### config.mk
export PLATFORM = sky130hd
export DESIGN_NAME = uart_address_filter_baud
export DESIGN_NICKNAME = d
export VERILOG_FILES = /design/src/uart_addr_pkg.sv /design/src/baud_tick_gen.sv /design/src/uart_address_filter_baud.sv
export VERILOG_INCLUDE_DIRS = /design/src
export SDC_FILE = /design/constraint.sdc
export NUM_CORES = 1
export LEC_CHECK = 0
export BUFFER_PORTS_ARGS = -buffer_cell sky130_fd_sc_hd__buf_2
export CAP_MARGIN = 10
export CELL_PAD_IN_SITES_DETAIL_PLACEMENT = 1
export CELL_PAD_IN_SITES_GLOBAL_PLACEMENT = 1
export CORE_UTILIZATION = 45
export DETAILED_ROUTE_END_ITERATION = 10
export PLACE_DENSITY_LB_ADDON = 0.1
export REMOVE_ABC_BUFFERS = 1
export SLEW_MARGIN = 20
export SYNTH_ARGS = -nofsm -noshare
export SYNTH_HDL_FRONTEND = slang
export SYNTH_SLANG_ARGS = --single-unit
export TNS_END_PERCENT = 10
### constraint.sdc
create_clock -name CLK -period 5.8 [get_ports CLK]
set_input_delay 0.29 -clock CLK [delete_from_list [all_inputs] [get_ports CLK]]
set_output_delay 0.29 -clock CLK [all_outputs]
set_load 0.03 [all_outputs]
### src/uart_addr_cfg.svh
// constants for the address filter and bit-rate block
`ifndef UART_ADDR_CFG_SVH
`define UART_ADDR_CFG_SVH
`define OFF_CTRL 8'h00
`define OFF_OWN_ADDR 8'h04
`define OFF_ADDR_MASK 8'h08
`define OFF_STATUS 8'h0C
`define OFF_IRQ_MASK 8'h10
`define OFF_RX_DATA 8'h14
`define OFF_RELOAD 8'h18
`define CTRL_MODE_LO 0
`define CTRL_MODE_HI 1
`define CTRL_FILTER 2
`define CTRL_DOUBLE 3
`define CTRL_TX_TB 4
`define CTRL_RX_TB 5
`define CTRL_SIX_CLK 6
`define ST_RX_DONE 0
`define ST_DROPPED 1
`define RST_OWN_ADDR 8'h00
`define RST_ADDR_MASK 8'h00
`define RST_RELOAD 16'hFFFF
`define DIV_SHIFT_MODE 12
`define DIV_FIXED_SLOW 64
`define DIV_FIXED_FAST 32
`define DIV_VAR 32
`define RELOAD_TOP 17'h10000
`endif

### src/uart_addr_pkg.sv
// types shared by the address filter and bit-rate block
package uart_addr_pkg;
  typedef enum logic [1:0] {
    MODE_SHIFT,
    MODE_VAR8,
    MODE_FIXED9,
    MODE_VAR9
  } uart_mode_e;
endpackage : uart_addr_pkg

### src/baud_tick_gen.sv
// bit-rate tick generator for one direction
`timescale 1ns/100ps
`include "uart_addr_cfg.svh"
module baud_tick_gen
  import uart_addr_pkg::*;
(
  input wire logic clk,
  input wire logic rst_b,
  input wire logic [1:0] mode,
  input wire logic dbl,
  input wire logic use_tb,
  input wire logic six_clk,
  input wire logic t1_ovf,
  input wire logic [15:0] reload,
  output logic tick
);
  // a low reload stretches the timer-b bit time past 2^20 clocks, so the divider is 22 bits wide
  logic [21:0] cnt_r;
  logic [21:0] cnt_nxt;
  logic [5:0] t1_cnt_r;
  logic [5:0] t1_cnt_nxt;
  logic [21:0] period;
  logic [16:0] span;
  logic tick_c;
  logic t1_tick;
  always_comb begin
    period = 22'h000001;
    span = `RELOAD_TOP - {1'b0, reload};
    // shift mode ignores every timer source
    if (mode == 2'(MODE_SHIFT)) begin
      period = 22'(`DIV_SHIFT_MODE);
    end else if (mode == 2'(MODE_FIXED9)) begin
      period = dbl ? 22'(`DIV_FIXED_FAST) : 22'(`DIV_FIXED_SLOW);
    end else if (use_tb) begin
      // 32 * (65536 - reload) / 2^dbl, halved again in six-clock mode
      period = {5'h00, span} << (3'h5 - {2'h0, dbl} - {2'h0, six_clk});
      if (period == 22'h000000) begin
        period = 22'h000001;
      end
    end
  end
  always_comb begin
    cnt_nxt = cnt_r + 22'h000001;
    tick_c = 1'b0;
    if (cnt_r + 22'h000001 >= period) begin
      cnt_nxt = 22'h000000;
      tick_c = 1'b1;
    end
    t1_cnt_nxt = t1_cnt_r;
    t1_tick = 1'b0;
    // timer 1 overflow in any of its running modes feeds the divider
    if (t1_ovf) begin
      t1_cnt_nxt = t1_cnt_r + 6'h01;
      if (t1_cnt_r + 6'h01 >= (dbl ? 6'h10 : 6'h20)) begin
        t1_cnt_nxt = 6'h00;
        t1_tick = 1'b1;
      end
    end
  end
  always_ff @(posedge clk) begin
    if (!rst_b) begin
      cnt_r <= 22'h000000;
      t1_cnt_r <= 6'h00;
    end else begin
      cnt_r <= cnt_nxt;
      t1_cnt_r <= t1_cnt_nxt;
    end
  end
  assign tick = (mode[0] && !use_tb) ? t1_tick : tick_c;
endmodule : baud_tick_gen

### src/uart_address_filter_baud.sv
// serial receive address filter, frame flagging and bit-rate selection
// What this block does
// 9-bit modes capture nine bits; ninth bit goes to rx_ninth_bit.
// filter on in 9-bit mode: receive interrupt only when ninth bit is 1.
// far master sends ninth bit 1 for address, 0 for data.
// filter enable has no effect in shift-register mode.
// 9-bit filter: done flag needs ninth bit 1 and given or broadcast match.
// 8-bit filter: done flag needs valid stop bit and address match.
// given match compares only bits where mask bit is one.
// broadcast is own address OR mask; its one bits must match.
// reset clears own address and mask, so every address matches.
// shift mode rate is system clock over 12.
// fixed 9-bit rate is clock over 64, or 32 when doubled.
// variable modes use timer overflow times 2^doubling over 32.
// timer-b select: rate is 2^dbl clock over 32*(65536-reload).
// timer 1 overflow in any mode serves as rate source.
// six-clock mode doubles the timer-b rate.
//
// Our own choices: the placing of the registers and the AXI4-Lite slave port.
`timescale 1ns/100ps
`include "uart_addr_cfg.svh"
module uart_address_filter_baud
  import uart_addr_pkg::*;
(
  input wire logic CLK,
  input wire logic RST_B,
  input wire logic [7:0] AWADDR,
  input wire logic AWVALID,
  output logic AWREADY,
  input wire logic [31:0] WDATA,
  input wire logic [3:0] WSTRB,
  input wire logic WVALID,
  output logic WREADY,
  output logic [1:0] BRESP,
  output logic BVALID,
  input wire logic BREADY,
  input wire logic [7:0] ARADDR,
  input wire logic ARVALID,
  output logic ARREADY,
  output logic [31:0] RDATA,
  output logic [1:0] RRESP,
  output logic RVALID,
  input wire logic RREADY,
  input wire logic FRAME_VALID,
  input wire logic [7:0] FRAME_DATA,
  input wire logic FRAME_BIT9,
  input wire logic TIMER1_OVF,
  output logic TX_BAUD_TICK,
  output logic RX_BAUD_TICK,
  output logic RX_NINTH_BIT,
  output logic IRQ
);
  // frame inputs come from the receive shifter on CLK; FRAME_BIT9 is ninth bit or stop bit
  logic [6:0] ctrl_r, ctrl_nxt;
  logic [7:0] own_r, own_nxt;
  logic [7:0] mask_r, mask_nxt;
  logic [1:0] stat_r, stat_nxt;
  logic [1:0] imask_r, imask_nxt;
  logic [7:0] rxd_r, rxd_nxt;
  logic ninth_r, ninth_nxt;
  logic [15:0] reload_r, reload_nxt;
  logic aw_held_r, aw_held_nxt;
  logic w_held_r, w_held_nxt;
  logic [7:0] awaddr_r, awaddr_nxt;
  logic [31:0] wdata_r, wdata_nxt;
  logic [3:0] wstrb_r, wstrb_nxt;
  logic bvalid_r, bvalid_nxt;
  logic [1:0] bresp_r, bresp_nxt;
  logic rvalid_r, rvalid_nxt;
  logic [31:0] rdata_r, rdata_nxt;
  logic [1:0] rresp_r, rresp_nxt;
  logic [1:0] mode;
  logic filt;
  logic given_hit, bcast_hit, addr_hit, accept;
  logic [7:0] bcast;
  logic do_wr, wr_ok;
  logic [7:0] wa;
  logic [31:0] wd;

  assign mode = ctrl_r[`CTRL_MODE_HI:`CTRL_MODE_LO];
  assign filt = ctrl_r[`CTRL_FILTER];
  assign given_hit = ((FRAME_DATA ^ own_r) & mask_r) == 8'h00;
  assign bcast = own_r | mask_r;
  assign bcast_hit = (FRAME_DATA & bcast) == bcast;
  assign addr_hit = given_hit | bcast_hit;

  always_comb begin
    accept = 1'b1;
    if (stat_r[`ST_RX_DONE]) begin
      accept = 1'b0;
    end else if (!filt || mode == 2'(MODE_SHIFT)) begin
      accept = 1'b1;
    end else if (mode == 2'(MODE_VAR8)) begin
      accept = FRAME_BIT9 && addr_hit;
    end else begin
      accept = FRAME_BIT9 && addr_hit;
    end
  end

  // write channel: address and data may arrive in either order
  assign AWREADY = !aw_held_r && !bvalid_r;
  assign WREADY = !w_held_r && !bvalid_r;
  assign ARREADY = !rvalid_r;
  assign wa = aw_held_r ? awaddr_r : AWADDR;
  assign wd = w_held_r ? wdata_r : WDATA;
  assign do_wr = (aw_held_r || (AWVALID && AWREADY)) && (w_held_r || (WVALID && WREADY));
  always_comb begin
    wr_ok = 1'b1;
    unique case (wa)
      `OFF_CTRL, `OFF_OWN_ADDR, `OFF_ADDR_MASK, `OFF_STATUS, `OFF_IRQ_MASK, `OFF_RELOAD: wr_ok = 1'b1;
      default: wr_ok = 1'b0;
    endcase
  end

  always_comb begin
    ctrl_nxt = ctrl_r;
    own_nxt = own_r;
    mask_nxt = mask_r;
    imask_nxt = imask_r;
    reload_nxt = reload_r;
    stat_nxt = stat_r;
    rxd_nxt = rxd_r;
    ninth_nxt = ninth_r;
    aw_held_nxt = aw_held_r;
    w_held_nxt = w_held_r;
    awaddr_nxt = awaddr_r;
    wdata_nxt = wdata_r;
    wstrb_nxt = wstrb_r;
    bvalid_nxt = bvalid_r;
    bresp_nxt = bresp_r;
    rvalid_nxt = rvalid_r;
    rdata_nxt = rdata_r;
    rresp_nxt = rresp_r;
    if (AWVALID && AWREADY) begin
      aw_held_nxt = 1'b1;
      awaddr_nxt = AWADDR;
    end
    if (WVALID && WREADY) begin
      w_held_nxt = 1'b1;
      wdata_nxt = WDATA;
      wstrb_nxt = WSTRB;
    end
    if (do_wr) begin
      aw_held_nxt = 1'b0;
      w_held_nxt = 1'b0;
      bvalid_nxt = 1'b1;
      bresp_nxt = wr_ok ? 2'h0 : 2'h2;
      if ((w_held_r ? wstrb_r[0] : WSTRB[0]) && wr_ok) begin
        unique case (wa)
          `OFF_CTRL: ctrl_nxt = wd[6:0];
          `OFF_OWN_ADDR: own_nxt = wd[7:0];
          `OFF_ADDR_MASK: mask_nxt = wd[7:0];
          `OFF_STATUS: stat_nxt = stat_r & ~wd[1:0];
          `OFF_IRQ_MASK: imask_nxt = wd[1:0];
          `OFF_RELOAD: reload_nxt[7:0] = wd[7:0];
          default: ctrl_nxt = ctrl_r;
        endcase
      end
      if ((w_held_r ? wstrb_r[1] : WSTRB[1]) && wa == `OFF_RELOAD) begin
        reload_nxt[15:8] = wd[15:8];
      end
    end else if (bvalid_r && BREADY) begin
      bvalid_nxt = 1'b0;
    end
    // a frame event wins over a same-cycle software clear
    if (FRAME_VALID) begin
      if (accept) begin
        rxd_nxt = FRAME_DATA;
        ninth_nxt = FRAME_BIT9;
        stat_nxt[`ST_RX_DONE] = 1'b1;
      end else begin
        stat_nxt[`ST_DROPPED] = 1'b1;
      end
    end
    if (ARVALID && ARREADY) begin
      rvalid_nxt = 1'b1;
      rresp_nxt = 2'h0;
      unique case (ARADDR)
        `OFF_CTRL: rdata_nxt = {25'h0, ctrl_r};
        `OFF_OWN_ADDR: rdata_nxt = {24'h0, own_r};
        `OFF_ADDR_MASK: rdata_nxt = {24'h0, mask_r};
        `OFF_STATUS: rdata_nxt = {30'h0, stat_r};
        `OFF_IRQ_MASK: rdata_nxt = {30'h0, imask_r};
        `OFF_RX_DATA: rdata_nxt = {23'h0, ninth_r, rxd_r};
        `OFF_RELOAD: rdata_nxt = {16'h0, reload_r};
        default: begin
          rdata_nxt = 32'h0000_0000;
          rresp_nxt = 2'h2;
        end
      endcase
    end else if (rvalid_r && RREADY) begin
      rvalid_nxt = 1'b0;
    end
  end

  always_ff @(posedge CLK) begin
    if (!RST_B) begin
      ctrl_r <= 7'h00;
      own_r <= `RST_OWN_ADDR;
      mask_r <= `RST_ADDR_MASK;
      stat_r <= 2'h0;
      imask_r <= 2'h0;
      rxd_r <= 8'h00;
      ninth_r <= 1'b0;
      reload_r <= `RST_RELOAD;
      aw_held_r <= 1'b0;
      w_held_r <= 1'b0;
      awaddr_r <= 8'h00;
      wdata_r <= 32'h0000_0000;
      wstrb_r <= 4'h0;
      bvalid_r <= 1'b0;
      bresp_r <= 2'h0;
      rvalid_r <= 1'b0;
      rdata_r <= 32'h0000_0000;
      rresp_r <= 2'h0;
    end else begin
      ctrl_r <= ctrl_nxt;
      own_r <= own_nxt;
      mask_r <= mask_nxt;
      stat_r <= stat_nxt;
      imask_r <= imask_nxt;
      rxd_r <= rxd_nxt;
      ninth_r <= ninth_nxt;
      reload_r <= reload_nxt;
      aw_held_r <= aw_held_nxt;
      w_held_r <= w_held_nxt;
      awaddr_r <= awaddr_nxt;
      wdata_r <= wdata_nxt;
      wstrb_r <= wstrb_nxt;
      bvalid_r <= bvalid_nxt;
      bresp_r <= bresp_nxt;
      rvalid_r <= rvalid_nxt;
      rdata_r <= rdata_nxt;
      rresp_r <= rresp_nxt;
    end
  end

  assign BVALID = bvalid_r;
  assign BRESP = bresp_r;
  assign RVALID = rvalid_r;
  assign RDATA = rdata_r;
  assign RRESP = rresp_r;
  assign RX_NINTH_BIT = ninth_r;
  assign IRQ = |(stat_r & imask_r);

  // both directions share mode and doubling; each picks its own source
  baud_tick_gen u_tx_rate (
    .clk(CLK),
    .rst_b(RST_B),
    .mode(mode),
    .dbl(ctrl_r[`CTRL_DOUBLE]),
    .use_tb(ctrl_r[`CTRL_TX_TB]),
    .six_clk(ctrl_r[`CTRL_SIX_CLK]),
    .t1_ovf(TIMER1_OVF),
    .reload(reload_r),
    .tick(TX_BAUD_TICK)
  );
  baud_tick_gen u_rx_rate (
    .clk(CLK),
    .rst_b(RST_B),
    .mode(mode),
    .dbl(ctrl_r[`CTRL_DOUBLE]),
    .use_tb(ctrl_r[`CTRL_RX_TB]),
    .six_clk(ctrl_r[`CTRL_SIX_CLK]),
    .t1_ovf(TIMER1_OVF),
    .reload(reload_r),
    .tick(RX_BAUD_TICK)
  );
endmodule : uart_address_filter_baud
==> results.yml <==
route:
  drc: 0
  drt_iter0_drc: 293
  wl_per_cell_um: 18.1
  drtAntennaViolNets: 0
  firstDrtPassIters: 4
  viasPerCell: 5.66
  wl_mm: 27.8
  vias: 8672
clock_tree:
  postCtsHoldBufs: 0
  cts_setup_buffers: 0
  post_cts_resized: 0
  cts_buffer_depth: 2
  clock-sinks: 156
  cts-root-buf: "clkbuf_16"
  cts-buffers-inserted: 17
  cts_tree: "built"
  h-tree-depth: 4
  clock_latency_ps: 440
  clk_pin_slew_ps: 70
floorplanning:
  std_cell_rows: 53
  die_h_um: 150
  dieArea_um2: 22400
  coreArea_um2: 21200
  die_w_um: 150
  initial_core_util: 0.463
  ios: 115
timing:
  rsz0062_at_grt: "no"
  slew_viol_final: 0
  holdWs_ps: 39.4
  fin_skew_ps: 13.9
  tns_ps: 0
  min_period_ps: 5450
  fin_crit_sh: 0.939
  postLayoutSetupSlackWorst_ps: 354
  max_clock_freq_ghz: 0.184
  final-hold-violation-count: 0
  worst_pin_slew_ps: 1110
  maxSlewHeadroom: 0.254
  setup_violations: 0
placement:
  pre_cts_ws_ps: 801
  port_buffers: 78
  postPlaceCellArea_um2: 10300
  dp.cells: 1500
  gp_routability_congestion: 0.828
  dp_hpwl_mm: 20.4
setup_path:
  crit_arrival_ps: 5160
  critPathCaptureType: "output port"
  setup.worst_path.class: "reg2out"
  cp.required_ps: 5510
  crit_fanout: 13
  worstSetupStartpointType: "flip-flop"
outcome:
  status: "finished clean"
global_route:
  use_met3: 0.0375
  grt_max_degree: 39
  groute.usage.overall: 0.254
  grt.met2_usage: 0.451
  grt_pass1_wl_mm: 44.5
  gr-usage-met1: 0.315
  gr-total-overflow: 0
  antenna_found_initial: 0
  grt_pass1_vias: 8734
  top_usage_layer: "met2"
pwr:
  power.leakage_nw: 4.83
  powerDensity_nw_per_um2: 232
  vdd_drop_max_uv: 202
  p_total_mw: 2.53
logic_synthesis:
  ys_ff_latch: 156
  yosysWarnings: 0
  synth_cell_type_count: 85
  yosysTopAreaCellShare: 0.318
  synth-seq-area-share: 0.318
  postSynthAreaPerCell_um2: 8.20
  ys_async_sr_fraction: 0
  synth_area_leaders: "dfxtp_1 32%, ha_1 6.9%, mux2i_1 6.7%"
  synthCells: 1198
  synth_top_flop_cell: "dfxtp_1"
  synth_largest_area_cell: "dfxtp_1"
  syn_area_um2: 9820
  synth_edf_count: 0
finish:
  layout_common_cells: "171 x nand2_1, 156 x dfxtp_1, 100 x nor2_1"
  syn_to_final_growth_pct: 11.0
  diodes: 0
  stdcell_count: 1531
  seq_area_um2: 3120
  fin_area_um2: 10900
  fillers: 2603
  fin_util: 0.514
  mostFrequentLayoutCell: "nand2_1"
  final_nets: 1368
  multi_input_area_um2: 6230
  layout-drive-gt1-share: 0.131
hold_path:
  hold_path_class: "in2reg"
run:
  cap_viol_max_count: 0
==> where the power goes <==
part / internal (mW) / switching (mW) / total (mW)
combinational: 0.0838 / 0.161 / 0.245
clock: 0.624 / 0.533 / 1.16
sequential: 1.10 / 0.0258 / 1.13
==> layer usage <==
metal / wire length, um / vias to the layer above
li1: - / 4300
met1: 12900 / 4228
met2: 13800 / 113
met3: 610 / 31
met4: 439 / 0
met5: 0 / -
==> flip-flops by register name, summed over array words and instances (netlist names), 2 cells and up <==
name                cells
rxd_r                   8
wdata_r                16
u_rx_rate.t1_cnt_r      6
u_tx_rate.t1_cnt_r      6
mask_r                  8
u_rx_rate.cnt_r        22
u_tx_rate.cnt_r        22
imask_r                 2
own_r                   8
awaddr_r                8
stat_r                  2
RDATA                  16
reload_r               16
ctrl_r                  7
wstrb_r                 2
==> synth_stat cells (3+ instances only) <==
library cell and number:
or2_2 3, nor2b_1 71, a21oi_1 64, o21a_1 6, nand4b_1 4, mux2_2 20, a2111oi_0 3, a31oi_1 5
o32ai_1 3, xor2_1 29, dfxtp_1 156, and3_1 7, a22oi_1 27, and4_1 4, a41oi_1 3, xnor2_1 30
buf_1 8, nand2_1 171, nor3_1 25, o311ai_1 3, o22ai_1 10, inv_1 30, a211oi_1 7, clkbuf_1 46
mux2i_1 66, nor4_1 9, a22o_1 3, a21o_1 21, nor2_1 100, or3_1 6, and2_1 7, ha_1 54
a21boi_0 6, nor4_2 4, or4_1 5, nand3_1 30, o211a_1 3, buf_4 23, a221oi_1 3, nand4_1 18
o21ai_0 22, o211ai_1 16, o21bai_1 7, nand2b_1 9
==> critical path, cell delays in order (launching register included) <==
cell and delay [ps]:
dfxtp_1 420, inv_1 120, ha_1 440, or4b_4 540, or4b_1 500, o311ai_1 120
nor4b_2 280, o2111ai_1 160, nor4_1 470, nand2b_1 170, ha_1 130, nand2b_1 110
a21oi_1 80, a211oi_1 240, o21ai_0 120, a21oi_1 190, o21ai_0 120, mux2_2 310
buf_2 180
==> cell families after synthesis <==
family | Yosys count | synth area share
xor gates and xnor gates | 59 | 0.0526
other | 2 | 0.000765
AOI/OAI and AO/OA | 235 | 0.163
DFF | 156 | 0.318
buffers and inverters | 113 | 0.0539
adders and majority gates | 54 | 0.0688
and+or+nand+nor | 492 | 0.251
muxes | 87 | 0.0925
==> final timing paths <==
kind | start | end | slack [ps] | cells after the start
worst max-delay path | reload_r[1] | TX_BAUD_TICK | 350 | 18
worst min-delay path | RREADY | RVALID | 40 | 2
worst max register to register | reload_r[1] | u_rx_rate.cnt_r[13] | 850 | 18
worst min register to register | wdata_r[4] | wdata_r[4] | 450 | 2
==> area by class of cell <==
type / instances / share of cell area
multi-input combinational: 947 / 0.572
sequential: 156 / 0.287
timing repair buffer: 91 / 0.0448
clock buffer: 18 / 0.0403
tap: 275 / 0.0316
clock inverter: 13 / 0.0140
inverter: 31 / 0.0107
No activity file was read; power rests on OpenSTA's default activity.
